## config.mk

```make
export PLATFORM = sky130hd
export DESIGN_NAME = ppfs_port_mux
export DESIGN_NICKNAME = d
export VERILOG_FILES = /design/src/hw/ppfs_pkg.sv /design/src/hw/ppfs_port_mux.sv
export SDC_FILE = /design/constraint.sdc
export NUM_CORES = 1
export LEC_CHECK = 0
export ABC_CLOCK_PERIOD_IN_PS = 3900
export BUFFER_PORTS_ARGS = -buffer_cell sky130_fd_sc_hd__buf_2
export CAP_MARGIN = 0
export CELL_PAD_IN_SITES_DETAIL_PLACEMENT = 1
export CELL_PAD_IN_SITES_GLOBAL_PLACEMENT = 2
export CORE_AREA = 2 2 100 102
export DETAILED_ROUTE_END_ITERATION = 6
export DIE_AREA = 0 0 102 104
export PLACE_DENSITY = 0.91
export RECOVER_POWER = 100
export SLEW_MARGIN = 10
export SYNTH_ARGS = -nofsm -noshare
export SYNTH_HDL_FRONTEND = slang
export SYNTH_SLANG_ARGS = --single-unit
```

## constraint.sdc

```tcl
create_clock -name i_mclk -period 3.9 [get_ports i_mclk]
set_clock_uncertainty 0.15 [all_clocks]
set_input_delay 0.585 -clock i_mclk [delete_from_list [all_inputs] [get_ports i_mclk]]
set_output_delay 0.585 -clock i_mclk [all_outputs]
set_load 0.01 [all_outputs]
```

## src/hw/ppfs_pkg.sv

```systemverilog
package ppfs_pkg;
    // port widths
    localparam int PC_WIDTH = 6;
    localparam int P2_WIDTH = 6;
    localparam int P0_WIDTH = 4;
    localparam int P4_WIDTH = 2;
    localparam int SER_COUNT = 2;
    // port 2 bit positions of each serial channel's pins
    localparam int SER_TX_BIT = 0;
    localparam int SER_CLK_BIT = 1;
    localparam int SER_RX_BIT = 2;
    localparam int SER_STRIDE = 3;
    // reset values: all inputs, pull-ups off
    localparam logic [5:0] PC_DIR_RST = 6'h00;
    localparam logic [5:0] PC_PLU_RST = 6'h00;
    localparam logic [5:0] P2_DIR_RST = 6'h00;
    localparam logic [5:0] P2_PLU_RST = 6'h00;
    localparam logic [5:0] P2_OUT_RST = 6'h00;
    localparam logic [3:0] P0_RST = 4'h0;
    localparam logic [1:0] P4_RST = 2'h0;
    localparam logic [5:0] PC_OUT_RST = 6'h00;
endpackage

```

## src/hw/ppfs_port_mux.sv

```systemverilog
`timescale 1ns/1ps
`default_nettype none
// Operation
// RL1: every port C pin has its own direction bit.
// RL2: every port C pin has its own pull-up enable bit.
// RL3: after reset all port C pins are inputs with pull-ups off.
// RL4: serial transmit pin drives serial data only when output and serial selected.
// RL5: serial receive pin feeds the serial block when input and serial selected.
// RL6: serial clock pin is clock input or output per direction, once selected.
// RL7: serial pins act as plain port 2 pins when serial not selected.
// RL8: timer pin feeds event counter when timer input selected and pin input.
// RL9: timer pin outputs timer pulse when timer output selected and pin output.
// RL10: timer pin configured as input may enable its pull-up.
// RL11: timer pins act as plain port 0 or 4 pins when timers unused.
// RL12: plain output pins drive the latch; input pins read synchronised level.
module ppfs_port_mux
    import ppfs_pkg::*;
(
    // clock and reset
    input wire logic i_mclk,
    input wire logic i_rst,
    // port C configuration and latch
    input wire logic [ppfs_pkg::PC_WIDTH-1:0] i_port_c_direction,
    input wire logic [ppfs_pkg::PC_WIDTH-1:0] i_port_c_pullup_enable,
    input wire logic [ppfs_pkg::PC_WIDTH-1:0] i_port_c_latch,
    input wire logic i_port_c_load,
    // port 2 configuration and latch
    input wire logic [ppfs_pkg::P2_WIDTH-1:0] i_port_two_direction,
    input wire logic [ppfs_pkg::P2_WIDTH-1:0] i_port_two_pullup_enable,
    input wire logic [ppfs_pkg::SER_COUNT-1:0] i_port_two_function_select,
    input wire logic [ppfs_pkg::P2_WIDTH-1:0] i_port_two_latch,
    // port 0 and port 4 configuration and latch
    input wire logic [ppfs_pkg::P0_WIDTH-1:0] i_port_zero_direction,
    input wire logic [ppfs_pkg::P0_WIDTH-1:0] i_port_zero_pullup_enable,
    input wire logic [ppfs_pkg::P0_WIDTH-1:0] i_port_zero_function_select,
    input wire logic [ppfs_pkg::P0_WIDTH-1:0] i_port_zero_latch,
    input wire logic [ppfs_pkg::P4_WIDTH-1:0] i_port_four_direction,
    input wire logic [ppfs_pkg::P4_WIDTH-1:0] i_port_four_pullup_enable,
    input wire logic [ppfs_pkg::P4_WIDTH-1:0] i_port_four_function_select_a,
    input wire logic [ppfs_pkg::P4_WIDTH-1:0] i_port_four_function_select_b,
    input wire logic [ppfs_pkg::P4_WIDTH-1:0] i_port_four_latch,
    // serial peripherals
    input wire logic [ppfs_pkg::SER_COUNT-1:0] i_ser_tx_data,
    input wire logic [ppfs_pkg::SER_COUNT-1:0] i_ser_clk_out,
    output logic [ppfs_pkg::SER_COUNT-1:0] o_ser_rx_data,
    output logic [ppfs_pkg::SER_COUNT-1:0] o_ser_clk_in,
    // timer peripherals, order 0,1,4,5 then 6,7
    input wire logic [5:0] i_tmr_pulse,
    output logic [5:0] o_tmr_event,
    // pins
    input wire logic [ppfs_pkg::PC_WIDTH-1:0] i_pc_pin,
    output logic [ppfs_pkg::PC_WIDTH-1:0] o_pc_pin,
    output logic [ppfs_pkg::PC_WIDTH-1:0] o_pc_pin_oe,
    output logic [ppfs_pkg::PC_WIDTH-1:0] o_pc_pullup,
    input wire logic [ppfs_pkg::P2_WIDTH-1:0] i_p2_pin,
    output logic [ppfs_pkg::P2_WIDTH-1:0] o_p2_pin,
    output logic [ppfs_pkg::P2_WIDTH-1:0] o_p2_pin_oe,
    output logic [ppfs_pkg::P2_WIDTH-1:0] o_p2_pullup,
    input wire logic [5:0] i_tmr_pin,
    output logic [5:0] o_tmr_pin,
    output logic [5:0] o_tmr_pin_oe,
    output logic [5:0] o_tmr_pullup,
    // synchronised pin levels for port reads
    output logic [ppfs_pkg::PC_WIDTH-1:0] o_pc_read,
    output logic [ppfs_pkg::P2_WIDTH-1:0] o_p2_read,
    output logic [5:0] o_tmr_read
);
    import ppfs_pkg::*;

    logic [PC_WIDTH-1:0] pc_dir_q, pc_plu_q, pc_out_q;
    logic [PC_WIDTH-1:0] pc_s1_q, pc_s2_q;
    logic [P2_WIDTH-1:0] p2_s1_q, p2_s2_q;
    logic [5:0] tm_s1_q, tm_s2_q;
    logic [5:0] tm_dir, tm_plu, tm_in_sel, tm_out_sel, tm_latch;

    // port C control held locally so reset state is guaranteed
    always_ff @(posedge i_mclk or posedge i_rst) begin
        if (i_rst) begin
            pc_dir_q <= PC_DIR_RST; // RL3
            pc_plu_q <= PC_PLU_RST; // RL3
            pc_out_q <= PC_OUT_RST;
        end else if (i_port_c_load) begin
            pc_dir_q <= i_port_c_direction; // RL1
            pc_plu_q <= i_port_c_pullup_enable; // RL2
            pc_out_q <= i_port_c_latch;
        end
    end

    // two-stage synchronisers; only stage two is read
    always_ff @(posedge i_mclk or posedge i_rst) begin
        if (i_rst) begin
            pc_s1_q <= PC_OUT_RST;
            pc_s2_q <= PC_OUT_RST;
            p2_s1_q <= P2_OUT_RST;
            p2_s2_q <= P2_OUT_RST;
            tm_s1_q <= 6'h00;
            tm_s2_q <= 6'h00;
        end else begin
            pc_s1_q <= i_pc_pin;
            pc_s2_q <= pc_s1_q;
            p2_s1_q <= i_p2_pin;
            p2_s2_q <= p2_s1_q;
            tm_s1_q <= i_tmr_pin;
            tm_s2_q <= tm_s1_q;
        end
    end

    // port C: per-bit direction and pull-up
    always_comb begin
        o_pc_pin_oe = pc_dir_q; // RL1
        o_pc_pin = pc_out_q & pc_dir_q; // RL12
        o_pc_pullup = pc_plu_q & ~pc_dir_q; // RL2
        o_pc_read = pc_s2_q; // RL12
    end

    // port 2: serial function select per channel spreads to its three pins
    always_comb begin
        o_p2_pin = '0;
        o_ser_rx_data = '0;
        o_ser_clk_in = '0;
        for (int b = 0; b < P2_WIDTH; b++) begin
            o_p2_pin[b] = i_port_two_direction[b] & i_port_two_latch[b]; // RL7
        end
        for (int c = 0; c < SER_COUNT; c++) begin
            if (i_port_two_function_select[c]) begin
                o_p2_pin[c*SER_STRIDE+SER_TX_BIT] =
                    i_port_two_direction[c*SER_STRIDE+SER_TX_BIT] & i_ser_tx_data[c]; // RL4
                o_p2_pin[c*SER_STRIDE+SER_CLK_BIT] =
                    i_port_two_direction[c*SER_STRIDE+SER_CLK_BIT] & i_ser_clk_out[c]; // RL6
                o_ser_rx_data[c] = ~i_port_two_direction[c*SER_STRIDE+SER_RX_BIT]
                    & p2_s2_q[c*SER_STRIDE+SER_RX_BIT]; // RL5
                o_ser_clk_in[c] = ~i_port_two_direction[c*SER_STRIDE+SER_CLK_BIT]
                    & p2_s2_q[c*SER_STRIDE+SER_CLK_BIT]; // RL6
            end
        end
        // a selected receive pin never drives, even if direction says output
        o_p2_pin_oe = i_port_two_direction;
        for (int c = 0; c < SER_COUNT; c++) begin
            if (i_port_two_function_select[c]) begin
                o_p2_pin_oe[c*SER_STRIDE+SER_RX_BIT] = 1'b0;
            end
        end
        o_p2_pullup = i_port_two_pullup_enable & ~o_p2_pin_oe; // RL5 RL6
        o_p2_read = p2_s2_q;
    end

    // timer pins: bits 0..3 from port 0, 4..5 from port 4
    always_comb begin
        tm_dir = {i_port_four_direction, i_port_zero_direction};
        tm_plu = {i_port_four_pullup_enable, i_port_zero_pullup_enable};
        tm_latch = {i_port_four_latch, i_port_zero_latch};
        tm_in_sel = {i_port_four_function_select_a, i_port_zero_function_select};
        // output needs both port 4 selects, so a lone select_a stays input-only
        tm_out_sel = {i_port_four_function_select_a & i_port_four_function_select_b,
                      i_port_zero_function_select};
        o_tmr_event = tm_in_sel & ~tm_dir & tm_s2_q; // RL8
        o_tmr_pin_oe = tm_dir;
        o_tmr_pin = tm_dir & ((tm_out_sel & i_tmr_pulse) | (~tm_out_sel & tm_latch)); // RL9 RL11
        o_tmr_pullup = tm_plu & ~tm_dir; // RL10
        o_tmr_read = tm_s2_q; // RL12
    end

    a_pc_reset_input: assert property (@(posedge i_mclk) // RL3
        $fell(i_rst) |-> (o_pc_pin_oe == 6'h00 && o_pc_pullup == 6'h00))
        else $error("port C not input with pull-ups off after reset");
    a_pc_dir_load: assert property (@(posedge i_mclk) disable iff (i_rst) // RL1
        i_port_c_load |=> o_pc_pin_oe == $past(i_port_c_direction))
        else $error("port C direction not taken");
    a_pc_pullup_load: assert property (@(posedge i_mclk) disable iff (i_rst) // RL2
        i_port_c_load |=>
        o_pc_pullup == ($past(i_port_c_pullup_enable) & ~$past(i_port_c_direction)))
        else $error("port C pull-up wrong");
    a_ser_tx_drive: assert property (@(posedge i_mclk) disable iff (i_rst) // RL4
        (i_port_two_function_select[0] && i_port_two_direction[SER_TX_BIT])
        |-> o_p2_pin[SER_TX_BIT] == i_ser_tx_data[0])
        else $error("serial transmit not driven");
    a_ser_rx_path: assert property (@(posedge i_mclk) disable iff (i_rst) // RL5
        (i_port_two_function_select[0] && !i_port_two_direction[SER_RX_BIT])
        |-> o_ser_rx_data[0] == p2_s2_q[SER_RX_BIT] && !o_p2_pin_oe[SER_RX_BIT])
        else $error("serial receive path wrong");
    a_ser_clk_dir: assert property (@(posedge i_mclk) disable iff (i_rst) // RL6
        i_port_two_function_select[1] |->
        o_p2_pin_oe[SER_STRIDE+SER_CLK_BIT] == i_port_two_direction[SER_STRIDE+SER_CLK_BIT])
        else $error("serial clock direction wrong");
    a_p2_plain_io: assert property (@(posedge i_mclk) disable iff (i_rst) // RL7
        !i_port_two_function_select[0] |->
        o_p2_pin[2:0] == (i_port_two_latch[2:0] & i_port_two_direction[2:0]))
        else $error("port 2 plain pin not from latch");
    a_tmr_event_in: assert property (@(posedge i_mclk) disable iff (i_rst) // RL8
        (tm_in_sel[0] && !tm_dir[0] && $past(tm_s1_q[0])) |-> o_tmr_event[0])
        else $error("timer event input lost");
    a_tmr_pulse_out: assert property (@(posedge i_mclk) disable iff (i_rst) // RL9
        (tm_out_sel[4] && tm_dir[4]) |-> o_tmr_pin[4] == i_tmr_pulse[4])
        else $error("timer pulse not output");
    a_tmr_pullup_in: assert property (@(posedge i_mclk) disable iff (i_rst) // RL10
        tm_dir[1] |-> !o_tmr_pullup[1])
        else $error("pull-up on driving timer pin");
    a_tmr_plain_io: assert property (@(posedge i_mclk) disable iff (i_rst) // RL11
        (!tm_out_sel[2] && tm_dir[2]) |-> o_tmr_pin[2] == tm_latch[2])
        else $error("timer plain pin not from latch");
    a_pc_read_sync: assert property (@(posedge i_mclk) disable iff (i_rst) // RL12
        $past(i_rst) == 1'b0 ##0 1'b1 |-> ##2 o_pc_read == $past(i_pc_pin, 2))
        else $error("port C read not two-stage synchronised");
    a_pc_pin_latch: assert property (@(posedge i_mclk) disable iff (i_rst) // RL12
        i_port_c_load |=> o_pc_pin == ($past(i_port_c_latch) & $past(i_port_c_direction)))
        else $error("port C pin not from latch");
    a_pc_ctrl_hold: assert property (@(posedge i_mclk) disable iff (i_rst) // RL1
        !i_port_c_load |=> $stable(o_pc_pin_oe))
        else $error("port C direction changed without load");
    a_ser_rx_no_drive: assert property (@(posedge i_mclk) disable iff (i_rst) // RL5
        i_port_two_function_select[1] |-> !o_p2_pin_oe[SER_STRIDE+SER_RX_BIT])
        else $error("selected serial receive pin driven");
    a_ser_clk_in_gate: assert property (@(posedge i_mclk) disable iff (i_rst) // RL6
        (i_port_two_function_select[0] && i_port_two_direction[SER_CLK_BIT]) |-> !o_ser_clk_in[0])
        else $error("serial clock input seen while pin drives");
    a_p2_pullup_drive: assert property (@(posedge i_mclk) disable iff (i_rst) // RL6
        o_p2_pin_oe[SER_CLK_BIT] |-> !o_p2_pullup[SER_CLK_BIT])
        else $error("pull-up on driving serial clock pin");
    a_tmr_event_out: assert property (@(posedge i_mclk) disable iff (i_rst) // RL8
        i_port_four_direction[1] |-> !o_tmr_event[5])
        else $error("timer event from output pin");
    a_tmr_needs_both: assert property (@(posedge i_mclk) disable iff (i_rst) // RL9
        (i_port_four_direction[0] && !i_port_four_function_select_b[0])
        |-> o_tmr_pin[4] == i_port_four_latch[0])
        else $error("timer pulse out without both selects");
endmodule
`default_nettype wire

```

==> flow_metrics.py <==
metrics = {
    "outcome": {
        "outcome": "complete, but fails checks",
        "violations": "max-capacitance violations, max-slew violations",
    },
    "power_and_ir_drop": {
        "p_leak_uw": 0.00143,
        "comb_power_share_pct": 17.0,
        "intPower_uw": 806,
        "ir_drop_v": 0.000139,
        "switchingPower_uw": 285,
        "power.density_mw_per_mm2": 362,
        "switching_share_pct": 26.1,
        "pwr-share-clk_pct": 26.6,
        "p_seq_share_pct": 56.4,
    },
    "route": {
        "drt_iter0_markers": 27,
        "drt-total-wl_um": 5640,
        "drt-pass1-iter-count": 3,
        "wire_per_inst_um": 12.3,
        "postRouteAntennaNets": 0,
        "num_vias": 1763,
        "drc": 0,
        "viasPerCell": 3.86,
    },
    "setup_path": {
        "crit_arrival_ns": 1.99,
        "start_kind": "input port",
        "critPathSlowestCell": "clkinvlp_2",
        "crit_buf_inv": 2,
        "cpPeakStageDelay_ns": 1.29,
        "reg2reg_slack_ns": 2.94,
        "cp_max_fo": 54,
        "path_cells": "buf_2 -> clkinvlp_2",
        "critPathKind": "input port to async pin",
        "critPathRequiredTime_ns": 3.83,
        "end_kind": "async pin",
        "crit_family": "buffers and inverters",
    },
    "global_routing": {
        "grt_pass1_wl_um": 8800,
        "track_usage_pct": 10.4,
        "antenna_found_initial": 0,
        "grt_max_degree": 55,
        "grt_pass1_vias": 1864,
        "grt-ovfl-total": 0,
    },
    "sta": {
        "slew_headroom_pct": -52.4,
        "fin_setup_tns_ns": 0,
        "slew_violations": 55,
        "hold_viol": 0,
        "setup_viol": 0,
        "max_freq_mhz": 485,
        "worst_pin_slew_ns": 2.27,
        "rsz0062_at_grt": "false",
        "period_needed_ns": 2.06,
        "post-route-period-util_pct": 52.9,
    },
    "cts": {
        "clock-sinks": 54,
        "cts_resized": 0,
        "numCtsBuffers": 5,
        "hold_buffers": 0,
        "clk_latency_ns": 0.30,
        "clockBufferDepth": 2,
        "cts_tree": "built",
        "clk_pin_slew_ns": 0.09,
        "htreeDepth": 2,
        "clockRootBuffer": "clkbuf_8",
        "postCtsSetupBuffers": 0,
    },
    "synthesis": {
        "synth.net_count": 248,
        "syn-mean-instance-area_um2": 13.9,
        "synth_top_area_share_pct": 63.5,
        "ys_seq_area_share_pct": 63.5,
        "synth_area_leaders": "dfrtp_1 (63%), nor2b_1 (8.2%), mux2_4 (7.1%)",
        "yosysWarningCount": 0,
        "synth_cell_types": 13,
        "synth.largest_area_cell": "dfrtp_1",
        "syn_inst": 153,
        "synth_area_mm2": 0.00213,
        "synth_seq_cells": 54,
    },
    "final_layout": {
        "num-fill-cells": 1179,
        "area_growth_pct": 41.5,
        "diodes": 0,
        "nNetsFinal": 419,
        "drive_above_1_share_pct": 34.3,
        "finalCoreUtilization_pct": 31.6,
        "final_cell_mix": "buf_2 (94), clkbuf_1 (82), dfrtp_1 (54), nor2b_1 (28), nand2_1 (12)",
        "multi_input_area_um2": 634,
        "layout_commonest_cell": "buf_2",
        "area.sequential_mm2": 0.00135,
    },
    "die": {
        "boundaryPins": 177,
        "core_area_mm2": 0.00955,
        "num_rows": 36,
        "dieWidth_um": 102,
        "start_util_pct": 22.3,
        "die_area_mm2": 0.0106,
        "die_y_um": 104,
    },
    "worst_hold_path": {
        "hold_class": "flip-flop to flip-flop",
    },
    "run": {
        "max_cap_viol_count": 1,
    },
    "place": {
        "portBuffers": 176,
        "place.gp.congestion": 0.754,
    },
}
-- path summary, 6_finish.rpt --
kind,end,startpoint,depth (start not counted)
max,pc_out_q[2],i_rst,2
min in group asynchronous,p2_s1_q[3],i_rst,2
max reg2reg,pc_plu_q[2],pc_plu_q[2],1
min,o_tmr_read[2],tm_s1_q[2],0
max in group i_mclk,o_p2_pin[4],i_port_two_function_select[1],4
min reg2reg,o_tmr_read[2],tm_s1_q[2],0
-- layout make-up --
cell class	instances	area share [%]
inverter	1	0.166
clock inverter	2	0.332
tap	133	5.52
timing repair buffer	176	25.8
clock buffer	5	2.28
sequential	54	44.8
multi-input combinational	86	21.0
-- cell families after synthesis --
family	Yosys count	synth area share, %
flops	54	63.5
mux	28	16.0
buf+inv	13	5.17
simple gates	58	15.4
-- power by group through the flow --
stage	combinational, uW	clock [uW]	sequential, uW
CTS	213	311	615
finish	186	290	615
global placement	207	0	624
global route	209	340	620
detailed placement	212	0	626
floorplan	100	0	630
-- metrics by stage --
stage          area [um2]  power, uW  cells  hold WS [ns]  worst slack [ns]
4_1_cts              3150       1140    457         0.208              2.04
3_3_place_gp         3070        832    450         0.182              2.03
3_5_place_dp         3070        838    450         0.186              2.04
5_1_grt              3010       1170    457         0.202              1.39
6_report             3010       1090    457         0.204              1.84
2_1_floorplan        2130        730    153         0.181              1.85
-- cells in the mapped netlist --
cell type	n
inv_1	1
nor2b_1	28
and2_1	8
mux2_2	8
and3b_1	4
mux2_4	10
nor2_1	6
mux2i_1	10
buf_6	1
buf_4	10
dfrtp_1	54
nand2_1	12
buf_12	1
-- registers in the layout, indices dropped and copies added, names as in the netlist --
| signal | cells |
|---|---|
| o_p2_read | 6 |
| o_pc_pin_oe | 6 |
| o_pc_read | 6 |
| o_tmr_read | 6 |
| p2_s1_q | 6 |
| pc_out_q | 6 |
| pc_plu_q | 6 |
| pc_s1_q | 6 |
| tm_s1_q | 6 |
-- metal layers --
metal	vias to the layer above	share of wire [%]	global-route usage, %
li1	821	-	-
met1	835	36	10.3
met2	105	53	19.8
met3	2	11	4.64
met4	0	0.21	1.71
met5	-	0	0
Power figures use the tool's default switching activity.
